`src/hdl/front_panel_pkg.sv`:
```
// Package with constants, register map and types of the front panel control logic
package front_panel_pkg;
    // ****************************************************************
    // Clock and timing
    // ****************************************************************
    localparam int CLK_HZ = 125000000;     // Core clock rate
    localparam int UNLOCK_HOLD_S = 4;      // Least unlock hold time in seconds
    localparam longint UNLOCK_HOLD_CYC = longint'(UNLOCK_HOLD_S) * longint'(CLK_HZ);
    localparam int BLINK_HALF_MS = 250;    // Half period of indicator blink in ms
    localparam longint BLINK_HALF_CYC = longint'(BLINK_HALF_MS) * longint'(CLK_HZ) / 1000;
    localparam int CNT_W = 32;             // Width of long counters
    localparam int DLY_W = 16;             // Width of shutdown delay value

    // ****************************************************************
    // Register map (byte addresses)
    // ****************************************************************
    localparam logic [7:0] ADR_CTRL = 8'h00;    // Control bits
    localparam logic [7:0] ADR_STATUS = 8'h04;  // Status bits, read only
    localparam logic [7:0] ADR_DELAY = 8'h08;   // Shutdown delay in ticks
    localparam logic [7:0] ADR_MENU = 8'h0C;    // Menu state, read only

    // Control field positions
    localparam int C_OC_EN = 0;       // Overcurrent shutdown enable
    localparam int C_PWR_RECALL = 1;  // Power-on behaviour is recall
    localparam int C_TRIG_LOCK = 2;   // Trigger input selects panel lock
    localparam int C_SELFTEST = 3;    // Self-test running
    localparam int C_SEQ = 4;         // Sequence mode running
    localparam int C_READY = 5;       // Device ready
    localparam int C_ITEM_TEXT = 6;   // Current menu item is a text parameter
    localparam int C_ITEM_BLINK = 7;  // Current menu item blinks as a whole
    localparam logic [7:0] CTRL_RST = 8'h20; // Ready set after reset

    // Status field positions
    localparam int S_OUT_ON = 0;
    localparam int S_OTP = 1;
    localparam int S_OC_TRIP = 2;
    localparam int S_LOCKED = 3;
    localparam int S_REMOTE = 4;
    localparam int S_LLO = 5;
    localparam int S_RES_L_LO = 8;
    localparam int S_RES_R_LO = 10;
    localparam int S_CFG_RST = 12;

    // Step resolution codes: fine, medium, coarse
    localparam logic [1:0] RES_FINE = 2'h0;
    localparam logic [1:0] RES_MED = 2'h1;
    localparam logic [1:0] RES_COARSE = 2'h2;

    localparam logic [3:0] ITEM_RST = 4'h0; // First menu item

    typedef enum logic [1:0] {MENU_IDLE, MENU_OPEN} menu_state_type;
endpackage

```
`src/hdl/front_panel_control_logic.sv`:
```
// Front panel control logic: protection latches, menu, resolution, locks, indicators
// How it works
// RULE1: Overtemperature turns output off, recall re-enables
// RULE2: Long current regulation with enable trips overcurrent
// RULE3: Overcurrent keeps output off until output-on
// RULE4: Locked lamp shows key or trigger lock only
// RULE5: Acknowledge applies parameter, displays return to readouts
// RULE6: Encoder or other key closes menu unapplied
// RULE7: Output key works; resolution key numeric only
// RULE8: Non-blinking parameter applies immediately
// RULE9: Menu reopens at last opened item
// RULE10: Resolution key cycles three lowest decimal places
// RULE11: Separate resolution for left and right display
// RULE12: Configuration reset sets resolution to fine
// RULE13: Clear key aborts adjustment, setting unchanged
// RULE14: Remote ignores keys except clear, which returns local
// RULE15: Bus local lockout disables clear key
// RULE16: Clear held plus acknowledge resets configuration
// RULE17: Clear held plus recall locks panel
// RULE18: Clear held four seconds unlocks panel
// RULE19: Trigger lock mode disables clear key
// RULE20: Ready steady, blinks in self-test or sequence
// RULE21: Address and service request lamps follow bus
// RULE22: Text parameter blinks until acknowledged, else kept
// RULE23: Hold counter on clock, restarts on release
`timescale 1ns/1ps
`default_nettype none
module front_panel_control_logic #(
    parameter longint UNLOCK_CYC = front_panel_pkg::UNLOCK_HOLD_CYC,
    parameter longint BLINK_CYC = front_panel_pkg::BLINK_HALF_CYC
) (
    input wire logic i_core_clk,
    input wire logic i_reset,
    // Wishbone classic slave
    input wire logic i_wb_cyc,
    input wire logic i_wb_stb,
    input wire logic i_wb_we,
    input wire logic [7:0] i_wb_adr,
    input wire logic [3:0] i_wb_sel,
    input wire logic [31:0] i_wb_dat,
    output logic [31:0] o_wb_dat,
    output logic o_wb_ack,
    // Key pulses, one cycle each, levels for clear key
    input wire logic i_key_output,
    input wire logic i_key_function,
    input wire logic i_key_up,
    input wire logic i_key_down,
    input wire logic i_key_enter,
    input wire logic i_key_recall,
    input wire logic i_key_save,
    input wire logic i_key_select,
    input wire logic i_step_resolution_key,
    input wire logic i_key_clear_held,
    input wire logic i_key_clear_press,
    input wire logic i_enc_left,
    input wire logic i_enc_right,
    input wire logic i_res_target_right,
    // Plant and bus status
    input wire logic i_overtemp,
    input wire logic i_cur_reg,
    input wire logic i_trigger_in,
    input wire logic i_remote,
    input wire logic i_bus_llo,
    input wire logic i_bus_addressed,
    input wire logic i_bus_srq,
    input wire logic i_cmd_output_on,
    input wire logic i_cmd_output_off,
    input wire logic i_delay_tick,
    // Outputs
    output logic o_output_on,
    output logic o_overtemp_trip,
    output logic o_overcurrent_trip,
    output logic o_panel_locked_indicator,
    output logic o_ready_led,
    output logic o_remote_led,
    output logic o_addr_led,
    output logic o_srq_led,
    output logic o_go_local,
    output logic o_config_reset,
    output logic o_menu_open,
    output logic [3:0] o_menu_item,
    output logic [7:0] o_menu_param,
    output logic o_param_blink,
    output logic o_param_apply,
    output logic o_display_default,
    output logic [1:0] o_res_left,
    output logic [1:0] o_res_right
);
    // ****************************************************************
    // Register bus
    // ****************************************************************
    logic [7:0] ctrl_ff;                 // Control register
    logic [front_panel_pkg::DLY_W-1:0] delay_ff; // Shutdown delay in ticks
    logic ack_ff;                        // Bus acknowledge
    logic [31:0] rdat_ff;                // Registered read data
    wire bus_req = i_wb_cyc && i_wb_stb && !ack_ff;
    wire bus_wr = bus_req && i_wb_we;
    wire wr_ctrl = bus_wr && (i_wb_adr == front_panel_pkg::ADR_CTRL) && i_wb_sel[0];
    wire wr_dly = bus_wr && (i_wb_adr == front_panel_pkg::ADR_DELAY);
    logic [31:0] status_word;            // Live status view
    logic [31:0] menu_word;              // Live menu view
    logic [31:0] rd_mux;                 // Selected read word

    // ****************************************************************
    // Core state
    // ****************************************************************
    logic out_ff, otp_ff, oc_ff, klock_ff, cfg_rst_ff, golocal_ff;
    logic [front_panel_pkg::DLY_W-1:0] cc_cnt_ff; // Regulation duration
    logic [front_panel_pkg::CNT_W-1:0] hold_ff;   // Clear key hold counter
    logic hold_done_ff;                  // Unlock already fired for this hold
    logic [1:0] res_l_ff, res_r_ff;
    front_panel_pkg::menu_state_type menu_ff;
    logic [3:0] item_ff;                 // Last opened item, remembered
    logic [7:0] pend_ff;                 // Pending parameter value
    logic apply_ff, dflt_ff;
    logic [front_panel_pkg::CNT_W-1:0] blink_cnt_ff;
    logic blink_ff;

    // Lock sources: key combo and trigger count for the lamp, bus lockout does not
    wire trig_lock = ctrl_ff[front_panel_pkg::C_TRIG_LOCK] && i_trigger_in;
    wire panel_locked = klock_ff || trig_lock; // see RULE4
    wire clear_ok = !i_bus_llo && !trig_lock;  // see RULE15 see RULE19
    wire keys_ok = !i_remote && !panel_locked; // see RULE14
    wire k_out = keys_ok && i_key_output;
    wire k_fn = keys_ok && i_key_function;
    wire k_up = keys_ok && (i_key_up || i_key_down);
    wire k_ent = keys_ok && i_key_enter && !i_key_clear_held;
    wire k_other = keys_ok && (i_key_save || i_key_select ||
                               (i_key_recall && !i_key_clear_held));
    wire k_enc = keys_ok && (i_enc_left || i_enc_right);
    wire item_text = ctrl_ff[front_panel_pkg::C_ITEM_TEXT];
    wire item_blink = ctrl_ff[front_panel_pkg::C_ITEM_BLINK];
    wire k_res = keys_ok && i_step_resolution_key &&
                 !(menu_ff == front_panel_pkg::MENU_OPEN && item_text); // see RULE7
    wire k_clear = clear_ok && i_key_clear_press && !klock_ff;
    wire combo_rst = clear_ok && keys_ok && i_key_clear_held && i_key_enter; // see RULE16
    wire combo_lock = clear_ok && keys_ok && i_key_clear_held && i_key_recall; // see RULE17
    wire hold_hit = (hold_ff == front_panel_pkg::CNT_W'(UNLOCK_CYC - 1));
    wire unlock = klock_ff && clear_ok && i_key_clear_held && hold_hit && !hold_done_ff;
    wire oc_en = ctrl_ff[front_panel_pkg::C_OC_EN]; // Shutdown on long regulation
    wire cc_over = oc_en && i_cur_reg && (cc_cnt_ff > delay_ff); // see RULE2
    wire menu_open = (menu_ff == front_panel_pkg::MENU_OPEN);
    // Resolution step helper: wraps after coarse
    function automatic logic [1:0] res_next(input logic [1:0] r);
        res_next = (r == front_panel_pkg::RES_COARSE) ? front_panel_pkg::RES_FINE :
                   2'(r + 2'h1);
    endfunction
    // Bus registers, one-cycle wait then ack
    always_ff @(posedge i_core_clk) begin
        if (i_reset) begin
            ctrl_ff <= front_panel_pkg::CTRL_RST;
            delay_ff <= '0;
            ack_ff <= 1'b0;
            rdat_ff <= '0;
        end else begin
            ack_ff <= bus_req;
            rdat_ff <= rd_mux;
            if (wr_ctrl) begin
                ctrl_ff <= i_wb_dat[7:0];
            end
            if (wr_dly && i_wb_sel[0]) begin
                delay_ff[7:0] <= i_wb_dat[7:0];
            end
            if (wr_dly && i_wb_sel[1]) begin
                delay_ff[15:8] <= i_wb_dat[15:8];
            end
        end
    end
    // Read views, unmapped offsets read zero
    assign status_word = {19'h0, cfg_rst_ff, res_r_ff, res_l_ff, 2'h0, i_bus_llo,
                          i_remote, panel_locked, oc_ff, otp_ff, out_ff};
    assign menu_word = {19'h0, menu_open, item_ff, pend_ff};
    assign rd_mux = (i_wb_adr == front_panel_pkg::ADR_CTRL) ? {24'h0, ctrl_ff} :
                    (i_wb_adr == front_panel_pkg::ADR_STATUS) ? status_word :
                    (i_wb_adr == front_panel_pkg::ADR_DELAY) ? {16'h0, delay_ff} :
                    (i_wb_adr == front_panel_pkg::ADR_MENU) ? menu_word : 32'h0;
    assign o_wb_ack = ack_ff;
    assign o_wb_dat = rdat_ff;

    // ****************************************************************
    // Protection latches and output enable
    // ****************************************************************
    // Regulation-time counter, saturating, cleared out of current regulation
    always_ff @(posedge i_core_clk) begin
        if (i_reset || !i_cur_reg || !out_ff) begin
            cc_cnt_ff <= '0;
        end else if (i_delay_tick && cc_cnt_ff != '1) begin
            cc_cnt_ff <= cc_cnt_ff + 1'b1;
        end
    end

    // Output and trips; a trip beats any on request in the same cycle
    always_ff @(posedge i_core_clk) begin
        if (i_reset) begin
            out_ff <= 1'b0;
            otp_ff <= 1'b0;
            oc_ff <= 1'b0;
        end else begin
            if (i_overtemp) begin
                otp_ff <= 1'b1;
                out_ff <= 1'b0; // see RULE1
            end else if (cc_over && out_ff) begin
                oc_ff <= 1'b1;
                out_ff <= 1'b0; // see RULE2
            end else if (i_cmd_output_on || (k_out && !out_ff)) begin
                out_ff <= 1'b1; // see RULE3
                oc_ff <= 1'b0;
                otp_ff <= 1'b0;
            end else if (otp_ff && !oc_ff && ctrl_ff[front_panel_pkg::C_PWR_RECALL]) begin
                out_ff <= 1'b1; // see RULE1
                otp_ff <= 1'b0;
            end else if (otp_ff) begin
                otp_ff <= 1'b0; // Cooled: may be turned on again
            end else if (i_cmd_output_off || k_out) begin
                out_ff <= 1'b0;
            end
        end
    end

    // ****************************************************************
    // Clear key hold, lock and reset combos
    // ****************************************************************
    // Hold counter; any release restarts it
    always_ff @(posedge i_core_clk) begin
        if (i_reset || !i_key_clear_held) begin
            hold_ff <= '0; // see RULE23
            hold_done_ff <= 1'b0;
        end else if (hold_hit) begin
            hold_done_ff <= 1'b1;
        end else begin
            hold_ff <= hold_ff + 1'b1;
        end
    end

    // Panel key lock, local return and configuration reset pulses
    always_ff @(posedge i_core_clk) begin
        if (i_reset) begin
            klock_ff <= 1'b0;
            golocal_ff <= 1'b0;
            cfg_rst_ff <= 1'b0;
        end else begin
            golocal_ff <= i_remote && clear_ok && i_key_clear_press; // see RULE14
            cfg_rst_ff <= combo_rst;
            if (combo_lock) begin
                klock_ff <= 1'b1; // see RULE17
            end else if (unlock) begin
                klock_ff <= 1'b0; // see RULE18
            end
        end
    end

    // ****************************************************************
    // Step resolution per display
    // ****************************************************************
    always_ff @(posedge i_core_clk) begin
        if (i_reset || cfg_rst_ff) begin
            res_l_ff <= front_panel_pkg::RES_FINE; // see RULE12
            res_r_ff <= front_panel_pkg::RES_FINE;
        end else if (k_res && i_res_target_right) begin
            res_r_ff <= res_next(res_r_ff); // see RULE10 see RULE11
        end else if (k_res) begin
            res_l_ff <= res_next(res_l_ff); // see RULE10
        end
    end

    // ****************************************************************
    // Function menu
    // ****************************************************************
    // Open, scroll, apply or drop; item survives closing
    always_ff @(posedge i_core_clk) begin
        if (i_reset) begin
            menu_ff <= front_panel_pkg::MENU_IDLE;
            item_ff <= front_panel_pkg::ITEM_RST;
            pend_ff <= '0;
            apply_ff <= 1'b0;
            dflt_ff <= 1'b0;
        end else begin
            apply_ff <= 1'b0;
            dflt_ff <= 1'b0;
            case (menu_ff)
                front_panel_pkg::MENU_IDLE: begin
                    if (k_fn) begin
                        menu_ff <= front_panel_pkg::MENU_OPEN; // see RULE9
                        pend_ff <= '0;
                    end
                end
                front_panel_pkg::MENU_OPEN: begin
                    if (k_clear) begin
                        menu_ff <= front_panel_pkg::MENU_IDLE; // see RULE13
                        dflt_ff <= 1'b1;
                    end else if (k_ent) begin
                        menu_ff <= front_panel_pkg::MENU_IDLE; // see RULE5
                        apply_ff <= 1'b1;
                        dflt_ff <= 1'b1;
                    end else if (k_enc || k_other) begin
                        menu_ff <= front_panel_pkg::MENU_IDLE; // see RULE6 see RULE22
                    end else if (k_fn) begin
                        item_ff <= 4'(item_ff + 4'h1); // Next item
                        pend_ff <= '0;
                    end else if (k_up) begin
                        pend_ff <= i_key_up ? 8'(pend_ff + 8'h01) : 8'(pend_ff - 8'h01);
                        apply_ff <= !item_blink; // see RULE8
                    end
                end
                default: begin
                    menu_ff <= front_panel_pkg::MENU_IDLE;
                end
            endcase
        end
    end

    // ****************************************************************
    // Indicators
    // ****************************************************************
    // Blink divider
    always_ff @(posedge i_core_clk) begin
        if (i_reset) begin
            blink_cnt_ff <= '0;
            blink_ff <= 1'b0;
        end else if (blink_cnt_ff == front_panel_pkg::CNT_W'(BLINK_CYC - 1)) begin
            blink_cnt_ff <= '0;
            blink_ff <= !blink_ff;
        end else begin
            blink_cnt_ff <= blink_cnt_ff + 1'b1;
        end
    end
    wire busy = ctrl_ff[front_panel_pkg::C_SELFTEST] || ctrl_ff[front_panel_pkg::C_SEQ];
    wire ready = ctrl_ff[front_panel_pkg::C_READY];
    assign o_ready_led = ready && (busy ? blink_ff : 1'b1); // see RULE20
    assign o_addr_led = i_bus_addressed; // see RULE21
    assign o_srq_led = i_bus_srq; // see RULE21
    assign o_remote_led = i_remote;
    assign o_panel_locked_indicator = panel_locked;
    assign o_output_on = out_ff;
    assign o_overtemp_trip = otp_ff;
    assign o_overcurrent_trip = oc_ff;
    assign o_go_local = golocal_ff;
    assign o_config_reset = cfg_rst_ff;
    assign o_menu_open = menu_open;
    assign o_menu_item = item_ff;
    assign o_menu_param = pend_ff;
    assign o_param_blink = menu_open && item_text && item_blink; // see RULE22
    assign o_param_apply = apply_ff;
    assign o_display_default = dflt_ff;
    assign o_res_left = res_l_ff;
    assign o_res_right = res_r_ff;

    // ****************************************************************
    // Assertions
    // ****************************************************************
    property p_otp_off;
        @(posedge i_core_clk) disable iff (i_reset) i_overtemp |=> !o_output_on;
    endproperty
    a_otp_off: assert property (p_otp_off) else $error("output on after overtemp"); // see RULE1
    property p_oc_trip;
        @(posedge i_core_clk) disable iff (i_reset)
            (cc_over && out_ff && !i_overtemp) |=> (oc_ff && !out_ff);
    endproperty
    a_oc_trip: assert property (p_oc_trip) else $error("no overcurrent trip"); // see RULE2
    property p_oc_hold;
        @(posedge i_core_clk) disable iff (i_reset)
            (oc_ff && !i_cmd_output_on && !k_out) |=> !out_ff;
    endproperty
    a_oc_hold: assert property (p_oc_hold) else $error("output on after trip"); // see RULE3
    // The lamp may only come on from the key combination or the trigger lock
    property p_lamp_llo;
        @(posedge i_core_clk) disable iff (i_reset)
            $rose(o_panel_locked_indicator) |-> ($past(combo_lock) || trig_lock);
    endproperty
    a_lamp_llo: assert property (p_lamp_llo) else $error("lock lamp wrong"); // see RULE4
    property p_enter;
        @(posedge i_core_clk) disable iff (i_reset)
            (menu_open && k_ent && !k_clear) |=>
                (o_param_apply && o_display_default && !o_menu_open);
    endproperty
    a_enter: assert property (p_enter) else $error("enter did not apply"); // see RULE5
    property p_abandon;
        @(posedge i_core_clk) disable iff (i_reset)
            (menu_open && k_enc && !k_ent && !k_clear) |=> (!o_menu_open && !o_param_apply);
    endproperty
    a_abandon: assert property (p_abandon) else $error("menu not abandoned"); // see RULE6
    property p_res_fine;
        @(posedge i_core_clk) disable iff (i_reset)
            cfg_rst_ff |=> (res_l_ff == front_panel_pkg::RES_FINE &&
                            res_r_ff == front_panel_pkg::RES_FINE);
    endproperty
    a_res_fine: assert property (p_res_fine) else $error("resolution not fine"); // see RULE12
    property p_llo_clear;
        @(posedge i_core_clk) disable iff (i_reset) i_bus_llo |=> !o_go_local;
    endproperty
    a_llo_clear: assert property (p_llo_clear) else $error("clear under lockout"); // see RULE15
    property p_lock;
        @(posedge i_core_clk) disable iff (i_reset) combo_lock |=> o_panel_locked_indicator;
    endproperty
    a_lock: assert property (p_lock) else $error("panel not locked"); // see RULE17
    property p_ready;
        @(posedge i_core_clk) disable iff (i_reset) !ready |-> !o_ready_led;
    endproperty
    a_ready: assert property (p_ready) else $error("ready lamp lit"); // see RULE20
endmodule
`default_nettype wire

```
`config.mk`:
```
export PLATFORM = sky130hd
export DESIGN_NAME = front_panel_control_logic
export DESIGN_NICKNAME = d
export VERILOG_FILES = /design/src/hdl/front_panel_pkg.sv /design/src/hdl/front_panel_control_logic.sv
export SDC_FILE = /design/constraint.sdc
export NUM_CORES = 1
export LEC_CHECK = 0
export BUFFER_PORTS_ARGS = -buffer_cell sky130_fd_sc_hd__buf_2
export CAP_MARGIN = 10
export CORE_MARGIN = 1
export CORE_UTILIZATION = 51
export CTS_CLUSTER_DIAMETER = 60
export CTS_CLUSTER_SIZE = 24
export DETAILED_ROUTE_END_ITERATION = 10
export GPL_TIMING_DRIVEN = 0
export PLACE_DENSITY = 0.86
export SLEW_MARGIN = 20
export SYNTH_ARGS = -nofsm -noshare
export SYNTH_HDL_FRONTEND = slang
export SYNTH_SLANG_ARGS = --single-unit
export TNS_END_PERCENT = 50
```
`constraint.sdc`:
```
create_clock -name i_core_clk -period 1.8 [get_ports i_core_clk]
set_input_delay 0.09 -clock i_core_clk [delete_from_list [all_inputs] [get_ports i_core_clk]]
set_output_delay 0.09 -clock i_core_clk [all_outputs]
set_load 0.01 [all_outputs]
```
# Yosys cells after proc, flatten, opt, wreduce, memory -nomap -nowiden
# Index checks and enable logic that the tools add are counted.
# op_classes
addsub,8
n_lt_le_gt_ge,1
n_eq_ne,17
mux,36
bitwise,6
n_reduce_logical,90
# ops
cell,count
"32-bit by 1-bit adder with 32-bit output, second input constant",2
8-bit 2-to-1 mux,8
1-bit logical AND,44
"32-bit by 25-bit == test with 1-bit output, second input constant",1
"32-bit by 29-bit == test with 1-bit output, second input constant",1
13-bit 2-to-1 mux,2
1-bit 2-to-1 mux,17
"16-bit by 1-bit adder with 16-bit output, second input constant",1
"8-bit by 4-bit == test with 1-bit output, second input constant",2
16-bit greater-than comparator,1
16-bit 2-to-1 mux,1
"16-bit inequality test, second input constant",1
8-bit one-hot mux with 2 select lines,1
1-bit logical NOT,14
1-bit logical OR,13
2-bit 2-to-1 mux,6
"2-bit inequality test, second input constant",5
3-bit OR reduction,3
"8-bit by 1-bit adder with 8-bit output, second input constant",1
"8-bit by 3-bit == test with 1-bit output, second input constant",1
8-bit logical NOT,1
2-bit AND reduction,4
"8-bit by 1-bit subtractor with 8-bit output, second input constant",1
1-bit NOT,6
15 further kinds,21
# totals
register_bits,165
input_bits,73
out_inout_bits,63
wordCells,184

# Depth between registers and ports, before layout
# Gate-level depths: netlist of the first run.
# depth
depth_word,11
depth_mapped,8
ltp_nobuf,7

# Worst setup path after synthesis of the first run
# OpenSTA, ideal clock, no wires.
# synth_timing
path_type,register to register
startpoint,register pend_ff[0] (netlist: o_menu_param[0])
endpoint,register pend_ff[6] (netlist: o_menu_param[6])
setup_ps,116
arrival_time_ps,1636
t_required_ps,1684
slack_ps,49
path_stages_with_launch,8
path_buffers,0
period_less_slack_ps,1751
path_cell_list,dfxtp_1 > inv_1 > fa_1 > nor2b_1 > o21ai_0 > a21o_1 > a21o_1 > a31o_1
# synth_between
elab_chain_cells,8
word_cells_on_any_way,9
cone_classes,add/sub: 2; mux: 7
# synth_rtl
item,line,text
start: declaration,front_panel_control_logic.sv:114,logic [7:0] pend_ff;
start signal: assignment,front_panel_control_logic.sv:301,pend_ff <= i_key_up ? 8'(pend_ff + 8'h01) : 8'(pend_ff - 8'h01);
8-bit by 1-bit subtractor with 8-bit output / 8-bit by 1-bit adder with 8-bit output (equally long branches),front_panel_control_logic.sv:301,
8-bit 2-to-1 mux (*),front_panel_control_logic.sv:301,
8-bit 2-to-1 mux (*),front_panel_control_logic.sv:300,end else if (k_up) begin
8-bit 2-to-1 mux (*),front_panel_control_logic.sv:297,end else if (k_fn) begin
8-bit 2-to-1 mux (*),front_panel_control_logic.sv:295,end else if (k_enc || k_other) begin
8-bit 2-to-1 mux (*),front_panel_control_logic.sv:291,end else if (k_ent) begin
8-bit 2-to-1 mux (*),front_panel_control_logic.sv:288,if (k_clear) begin
8-bit one-hot mux with 2 select lines (*),front_panel_control_logic.sv:280,case (menu_ff)
# Every way passes the cells marked *; elsewhere a longest branch is shown, timed or not. The select of a mux whose other input is x is not followed.
# A chain may end at the register's enable or synchronous reset.

# Worst setup path after layout of the first run
# layout_timing
startpoint,register delay_ff[1] (netlist name)
endpoint,register out_ff (netlist: o_output_on)
# layout_between
elab_chain_cells,4
# layout_rtl
item,line,text
start: declaration,front_panel_control_logic.sv:93,logic [front_panel_pkg::DLY_W-1:0] delay_ff;
16-bit greater-than comparator,front_panel_control_logic.sv:141,wire cc_over = oc_en && i_cur_reg && (cc_cnt_ff > delay_ff);
1-bit logical AND,front_panel_control_logic.sv:141,
1-bit logical AND,front_panel_control_logic.sv:202,end else if (cc_over && out_ff) begin
3-bit OR reduction (no source line),n/a,
end signal: assignment,front_panel_control_logic.sv:201,out_ff <= 1'b0;
end signal: assignment,front_panel_control_logic.sv:204,out_ff <= 1'b0;
end signal: assignment,front_panel_control_logic.sv:206,out_ff <= 1'b1;
end: declaration,front_panel_control_logic.sv:107,"logic out_ff, otp_ff, oc_ff, klock_ff, cfg_rst_ff, golocal_ff;"
# No other way between the ends.

==> metrics.cfg, run 1 <==
[clocking]
cts-root-buf=clkbuf_16
cts_inserted_buffers=17
clock-sinks=148
htreeDepth=4
cts_buffer_depth=2
cts_tree=done
insertion_delay_ns=0.43
path_clk_slew_ns=0.06

[min_path]
hp-class=in -> reg

[finish]
drive_gt1_frac=0.250
nNetsFinal=1124
regArea_mm2=0.00300
fillers=1107
multiInputGateArea_mm2=0.00452
final_cells=1222
final_common_cell=nor2_1
area_growth_pct=28.4
final_design_area_no_fill_mm2=0.00966
final_core_util=0.667
layout_common_cells=nor2_1, dfxtp_1, buf_2, inv_1, nand2_1

[yosys]
ys_seq_area_frac=0.394
synth_edf_count=0
ys_ff_latch=148
synth_warnings=0
syn_avg_cell_area_um2=8.76
synthCells=859
syn_area_mm2=0.00752
synth_cell_type_count=68
async_flop_share=0
synth_flop_cell=dfxtp_1

[place]
dp_slack_ns=-0.248
dp_cells=1156
place_congestion=0.895
placed_area_mm2=0.00830
dpl.hpwl_um=13200
port_buffers=98

[run_status]
violations=setup timing
status=complete, but fails checks

[timing]
setup_tns_ns=-0.0289
slew_violations=0
rsz0062_at_grt=yes
finalCriticalPeriod_ns=1.82
finalHoldViolations=0
whs_ns=0.0107
fin_worst_skew_ns=0.0103
finalCritPeriodShare=1.01
worstMarginPinSlew_ns=0.681
fmax_mhz=549
report.final.setup_viol=2
postLayoutSetupSlackWorst_ns=-0.0230
slew_headroom=0.546

[power_and_ir_drop]
finalPower_mw=7.57
p_sw_mw=1.66
comb_power_share=0.061
power_density_mw_per_mm2=783
p_seq_frac=0.438
switching_share=0.219
ir_drop_mv=0.697
p_int_mw=5.91
p_leak_nw=3.76
power_frac_clock=0.501

[grt]
grt_max_degree=17
grt_util_all_layers=0.261
gr-total-overflow=0
antenna_found_initial=1
grt_pass1_wl_um=30800
grt_pass1_vias=6440

[routing]
drtIter0Drc=557
route.vias.total=6950
vias_per_cell=5.69
dr.pass1.iters=5
avgRoutedWirePerCell_um=16.3
drc=0
postRouteAntennaNets=0
routed_wl_um=19900

[floorplan]
pin_count=136
core_area_mm2=0.0145
core.rowCount=44
die_h_um=123
start_util=0.520
dieArea_mm2=0.0152
die-width_um=123

[critical_path]
worstPathMaxFanout=3
path_class=reg -> reg
required_ns=2.13
start_kind=register
end_kind=register
crit_arrival_ns=2.15

[run]
max_cap_viol_count=0

[routing by layer]
layer	track usage	up-vias	share of wire
met5	0	-	0
met3	0.0544	48	0.060
li1	-	3347	-
met2	0.472	276	0.52
met1	0.300	3279	0.40
met4	0.0971	0	0.023
[registers in the layout, indices dropped and copies added, names as in the netlist, 2 cells and up]
register / count
o_res_left: 2
delay_ff: 16
cc_cnt_ff: 16
o_wb_dat: 16
ctrl_ff: 8
hold_ff: 32
blink_cnt_ff: 32
o_menu_param: 8
o_menu_item: 4
o_res_right: 2
[what timing repair did]
item,CTS,global route
hold buffers,22,1
pin swaps,5,14
resized for setup,29,69
hold endpoints to repair,28,1
setup endpoints to repair,65,82
buffers inserted,7,5
[cell families (layout without fill, tap and decap cells)]
kind of cell	count (synthesis)	in the layout	share of synthesized area
AO/OA/AOI/OAI	124	124	0.115
buffers and inverters	92	255	0.0567
XOR/XNOR	71	71	0.0827
other	1	17	0.000499
adder cells (fa/ha/maj)	27	27	0.0459
multiplexers	30	30	0.0401
AND/OR/NAND/NOR	366	366	0.265
flip-flops	148	148	0.394
[power by group through the flow]
| stage | logic, mW | clock network, mW | registers, mW |
|---|---|---|---|
| floorplan | 0.233 | 0 | 3.39 |
| global placement | 0.382 | 0 | 3.39 |
| detailed placement | 0.388 | 0 | 3.39 |
| CTS | 0.434 | 3.80 | 3.32 |
| global route | 0.504 | 3.97 | 3.32 |
| finish | 0.463 | 3.79 | 3.32 |
[worst max-delay path: stages, from the launching register on]
cell and delay (ns):
dfxtp_2 0.33, inv_1 0.07, ha_4 0.27, nor2b_4 0.12, o211ai_1 0.10, a2111o_1 0.38, o211a_2 0.16, o31a_1 0.29
[synth_stat cells, drive strengths merged (3+ instances only)]
master,number,area [µm²]
o211ai,5,37.5
o311ai,8,70.1
or2,3,18.8
a211oi,12,103
and4,9,78.8
inv,44,165
clkbuf,17,63.8
nand4,26,163
o21bai,5,37.5
a21o,8,60.1
ha,26,325
o31ai,5,51.3
o22ai,4,25.0
and3,13,81.3
nand3,36,193
nor3,35,203
xor2,32,280
o21ai,16,80.1
a22o,5,43.8
nand2b,10,62.6
nor3b,6,45.0
buf,31,198
a31oi,9,56.3
and2,5,31.3
xnor2,39,342
o211a,3,30.0
nor4,16,158
nor2b,12,75.1
o21a,3,22.5
mux2i,29,290
nand2,44,173
dfxtp,148,2960
nor4b,12,130
nor2,122,458
a21oi,31,159
or3,10,62.6
[path summary, 6_finish.rpt]
kind | startpoint | to | slack (ns) | depth (start not counted)
worst max-delay path | delay_ff[1] | o_output_on | -0.02 | 7
worst max register to register | delay_ff[1] | o_output_on | -0.02 | 7
worst min register to register | o_wb_ack | o_wb_ack | 0.43 | 1
worst min-delay path | i_key_function | o_menu_param[0] | 0.01 | 4
[final cells by class]
class	count	area share
multi-input combinational	634	0.467
sequential	148	0.311
timing repair buffer	133	0.0852
clock buffer	22	0.0491
buffer	46	0.0303
tap	184	0.0238
inverter	44	0.0171
clock inverter	10	0.0158
antenna	1	0.000259
No activity file was read; power rests on OpenSTA's default activity.
==> inputs of run 2 (changes only) <==
- CORE_UTILIZATION: 51 -> 45
- PLACE_DENSITY: 0.86 -> 0.7
==> metrics.cfg, run 2 (same netlist as run 1, synthesis figures left out) <==
[critical_path]
r2r_start=delay_ff[1]
required_ns=2.12
slowest_delay_ns=0.38
end_kind=register
start_kind=register
crit_path_top_delay_cell=a2111o_1
worstPathMaxFanout=3
setup.worst_path.start=delay_ff[1]
crit_arrival_ns=2.15
path_class=reg -> reg
path_cells=inv_1 > ha_1 > nor2b_1 > o211ai_1 > a2111o_1 > o211a_2 > o31a_1

[routing]
routed_wl_um=18600
dr.pass1.iters=4
route.vias.total=6555
postRouteAntennaNets=0
vias_per_cell=5.25
drc=0
drtIter0Drc=333
avgRoutedWirePerCell_um=14.9

[grt]
grt_max_degree=17
grt_util_all_layers=0.217
grt_pass1_vias=6186
antenna_found_initial=1
grt_pass1_wl_um=30300
gr-total-overflow=0

[timing]
slew_violations=0
setup_tns_ns=-0.101
fmax_mhz=545
fin_worst_skew_ns=0.00773
finalCriticalPeriod_ns=1.84
worstMarginPinSlew_ns=0.678
postLayoutSetupSlackWorst_ns=-0.0351
finalHoldViolations=0
rsz0062_at_grt=yes
finalCritPeriodShare=1.02
report.final.setup_viol=4
whs_ns=0.0317
slew_headroom=0.548

[floorplan]
pin_count=136
dieArea_mm2=0.0172
core.rowCount=46
die_h_um=131
die-width_um=131
start_util=0.467
core_area_mm2=0.0161

[finish]
reg.largest.list=blink_cnt_ff: 32 flops, hold_ff: 32 flops
regArea_mm2=0.00300
drive_gt1_frac=0.227
multiInputGateArea_mm2=0.00444
area_growth_pct=26.5
final_common_cell=dfxtp_1
nNetsFinal=1121
layout_common_cells=dfxtp_1, nor2_1, buf_2, inv_1, nand2_1
fillers=1438

[power_and_ir_drop]
p_leak_nw=3.70
finalPower_mw=7.08
switching_share=0.222
ir_drop_mv=0.653
p_sw_mw=1.57
p_int_mw=5.51
power_frac_clock=0.469
comb_power_share=0.063
p_seq_frac=0.467
power_density_mw_per_mm2=744

[clocking]
cts_buffer_depth=2
path_clk_slew_ns=0.06
clock-sinks=148
insertion_delay_ns=0.43
cts_tree=done
cts_inserted_buffers=17
cts-root-buf=clkbuf_16
htreeDepth=4

[run_status]
status=complete, but fails checks
violations=setup timing

[min_path]
hold_start=i_bus_llo
hp-class=in -> reg

[place]
dp_slack_ns=-0.272
place_congestion=0.845
dpl.hpwl_um=13200
port_buffers=98

[run]
max_cap_viol_count=0

-- run 2: cell count changes in the layout (fill, tap and decap cells not counted), moves of 4 or more --
cell      before  now
ha_4           7    1
dfxtp_1      117  124
clkbuf_1      15   19
dfxtp_2       30   20
ha_1          18   24
-- run 2: routing by layer --
metal  GRT usage  wire, µm  up-vias
met5           0         0        -
li1            -         -     3340
met3      0.0505       848       20
met1       0.271      8460     3051
met2       0.373      9060      144
met4      0.0614       204        0
-- run 2: area by class of cell --
class	instances	share of cell area
Sequential cell	148	0.316
Antenna cell	1	0.000263
Multi-Input combinational cell	634	0.467
Inverter	44	0.0174
Tap cell	216	0.0284
Clock inverter	4	0.00500
Clock buffer	26	0.0525
Buffer	47	0.0308
Timing Repair Buffer	129	0.0836
-- run 2: worst paths after layout --
| path | depth (start not counted) | end | slack, ns |
|---|---|---|---|
| max | 7 | o_output_on | -0.04 |
| min | 4 | klock_ff | 0.03 |
| max reg2reg | 7 | o_output_on | -0.04 |
| min reg2reg | 1 | o_wb_ack | 0.44 |
-- run 2: worst max-delay path, delay by kind of cell (launching register included) --
kind	cells	cell delay, ns
compound gates	4	0.93
fa+ha+maj	1	0.28
buf+inv	1	0.05
flops	1	0.34
simple gates	1	0.12
-- run 2: metrics by stage --
step           utilization  area [µm²]  std cells
2_1_floorplan            -        7580        874
3_3_place_gp         0.517        8340       1188
3_5_place_dp         0.517        8340       1188
4_1_cts              0.572        9220       1244
5_1_grt              0.590        9520       1249
6_report             0.590        9520       1249
-- run 2: power by group through the flow --
stage	Combinational, mW	Sequential (mW)	Clock, mW
2_1_floorplan	0.233	3.39	0
3_3_place_gp	0.385	3.39	0
3_5_place_dp	0.387	3.39	0
4_1_cts	0.435	3.32	3.37
5_1_grt	0.490	3.31	3.54
6_report	0.447	3.31	3.33
-- run 2: timing repair --
action,4_1_cts,5_1_grt
hold buffers,24,0
resized for setup,20,65
endpoints found under the hold margin,32,0
buffers inserted,3,4
pin swaps,3,12
setup endpoints to repair,61,84
==> inputs of run 3 (changes only) <==
- ABC_AREA: not set -> 1
- PLACE_DENSITY: 0.7 -> 0.69
==> metrics.cfg, run 3 <==
[finish]
final_core_util=0.563
reg.largest.list=blink_cnt_ff: 32 flops, hold_ff: 32 flops
layout_common_cells=nand2_1, dfxtp_1, inv_1, nor2_1, a21oi_1
drive_gt1_frac=0.172
final_common_cell=nand2_1
diodes=0
area_growth_pct=21.6
nNetsFinal=1480

[routing]
drc=6
avgRoutedWirePerCell_um=14.2
postRouteAntennaNets=0
dr.pass1.iters=8
drtIter0Drc=571
routed_wl_um=23100
vias_per_cell=5.12
route.vias.total=8302

[power_and_ir_drop]
power_density_mw_per_mm2=755
finalPower_mw=7.68
switching_share=0.236
ir_drop_mv=0.612
p_int_mw=5.87
p_seq_frac=0.433
p_leak_nw=4.08
p_sw_mw=1.81
comb_power_share=0.062
power_frac_clock=0.505

[yosys]
synth_top_area_frac=0.354
synth_compound_area_frac=0.112
ys_top_cells_by_area=dfxtp_1, nand2_1, inv_1
syn_area_mm2=0.00837
synthAdderAreaFrac=0.0413
async_flop_share=0
synth_top_family_by_area=simple AND/OR/NAND/NOR gates
syn_avg_cell_area_um2=6.85
synth_edf_count=0
synth_flop_cell=dfxtp_1
yosysMostFrequentCell=nand2_1
synthCells=1221
synth-xor-area-share=0.0283
ys_seq_area_frac=0.354
synth_cell_type_count=50
ys_ff_latch=148
synth.mux.area_fraction=0
yosys.area_share.simple=0.364
synth_top_area_cell=dfxtp_1
synthTopCellsByCount=nand2_1, dfxtp_1, inv_1, nor2_1, a21oi_1
synth_warnings=0

[grt]
gr-total-overflow=0
grt_util_all_layers=0.243
grt_pass1_vias=7660
antenna_found_initial=0
grt_pass1_wl_um=37200
grt_max_degree=17

[critical_path]
worstPathMaxFanout=10
end_kind=register
crit_arrival_ns=2.00
path_class=reg -> reg
required_ns=2.12
start_kind=register

[timing]
rsz0062_at_grt=no
whs_ns=0.0232
finalCritPeriodShare=0.932
finalCriticalPeriod_ns=1.68
slew_headroom=0.515
finalHoldViolations=0
report.final.setup_viol=0
worstMarginPinSlew_ns=0.723
slew_violations=0
fin_worst_skew_ns=0.0122
fmax_mhz=596

[floorplan]
dieArea_mm2=0.0191
core.rowCount=49
pin_count=136
die_h_um=138
core_area_mm2=0.0181
start_util=0.463
die-width_um=138

[clocking]
clock-sinks=148
cts_buffer_depth=2
path_clk_slew_ns=0.06
insertion_delay_ns=0.43
htreeDepth=4
cts_inserted_buffers=17
cts-root-buf=clkbuf_16
cts_tree=done

[place]
place_congestion=0.918
port_buffers=98
dpl.hpwl_um=18000

[min_path]
hp-class=in -> reg

[run_status]
status=complete, but fails checks
violations=DRC

[run]
max_cap_viol_count=0

==> run 3: power groups by stage <==
| stage | logic [mW] | registers [mW] | clock network, mW |
|---|---|---|---|
| final | 0.477 | 3.32 | 3.88 |
| after global routing | 0.522 | 3.32 | 4.06 |
| after CTS | 0.472 | 3.32 | 3.93 |
| after detailed placement | 0.431 | 3.39 | 0 |
| after global placement | 0.428 | 3.39 | 0 |
| after floorplan | 0.263 | 3.39 | 0 |
==> run 3: area by class of cell <==
class | instances | area [µm²]
clock buffers | 19 | 443
fillers | 1771 | 7910
plain buffers | 38 | 269
well taps | 229 | 287
flip-flops and latches | 148 | 2970
repair buffers | 124 | 743
inverters | 152 | 571
clock inverters | 13 | 198
multi-input cells | 899 | 4700
==> run 3: metrics by stage <==
stage | setup WS, ns | instance area, µm² | cells | TNS (ns)
finish | 0.123 | 10200 | 1622 | 0
global route | 0.00409 | 10200 | 1622 | 0
CTS | 0.0213 | 10100 | 1618 | 0
detailed placement | -0.131 | 9200 | 1563 | -3.60
global placement | -0.101 | 9200 | 1563 | -2.70
floorplan | 0.288 | 8430 | 1236 | 0
==> run 3: critical path, cell delays in order, from the launching register on <==
cell and delay, ns:
dfxtp_2 0.36, ha_2 0.21, nand2_2 0.08, nor2_4 0.14
nand3_2 0.11, nor3_4 0.20, nand2_2 0.11, nand2_4 0.12
buf_6 0.17, nor2_1 0.05
==> run 3: cell families (layout without fill, tap and decap cells) <==
family	Yosys count	count (layout)
compound gates	177	177
xor+xnor	27	27
fa+ha+maj	27	27
buf+inv	190	346
flops	148	148
other cells	1	16
simple gates	651	652
==> run 3: worst paths after layout <==
kind	startpoint	endpoint	slack, ns	depth (start not counted)
min reg2reg	ctrl_ff[7]	o_wb_dat[7]	0.45	2
max	blink_cnt_ff[0]	blink_cnt_ff[1]	0.12	9
min	i_delay_tick	cc_cnt_ff[12]	0.02	3
max reg2reg	blink_cnt_ff[0]	blink_cnt_ff[1]	0.12	9
==> run 3: per-layer routing <==
layer,part of all wire,wire [µm],track usage
met5,0,0,0
met4,0.020,455,0.0710
met2,0.49,11200,0.424
met1,0.45,10500,0.304
met3,0.039,907,0.0443
==> run 3: what timing repair did <==
item,in CTS,in global routing
cloned,0,1
pin swaps,1,3
endpoints found under the hold margin,33,0
buffers inserted,0,3
hold buffers,23,0
setup endpoints to repair,35,54
resized for setup,8,12
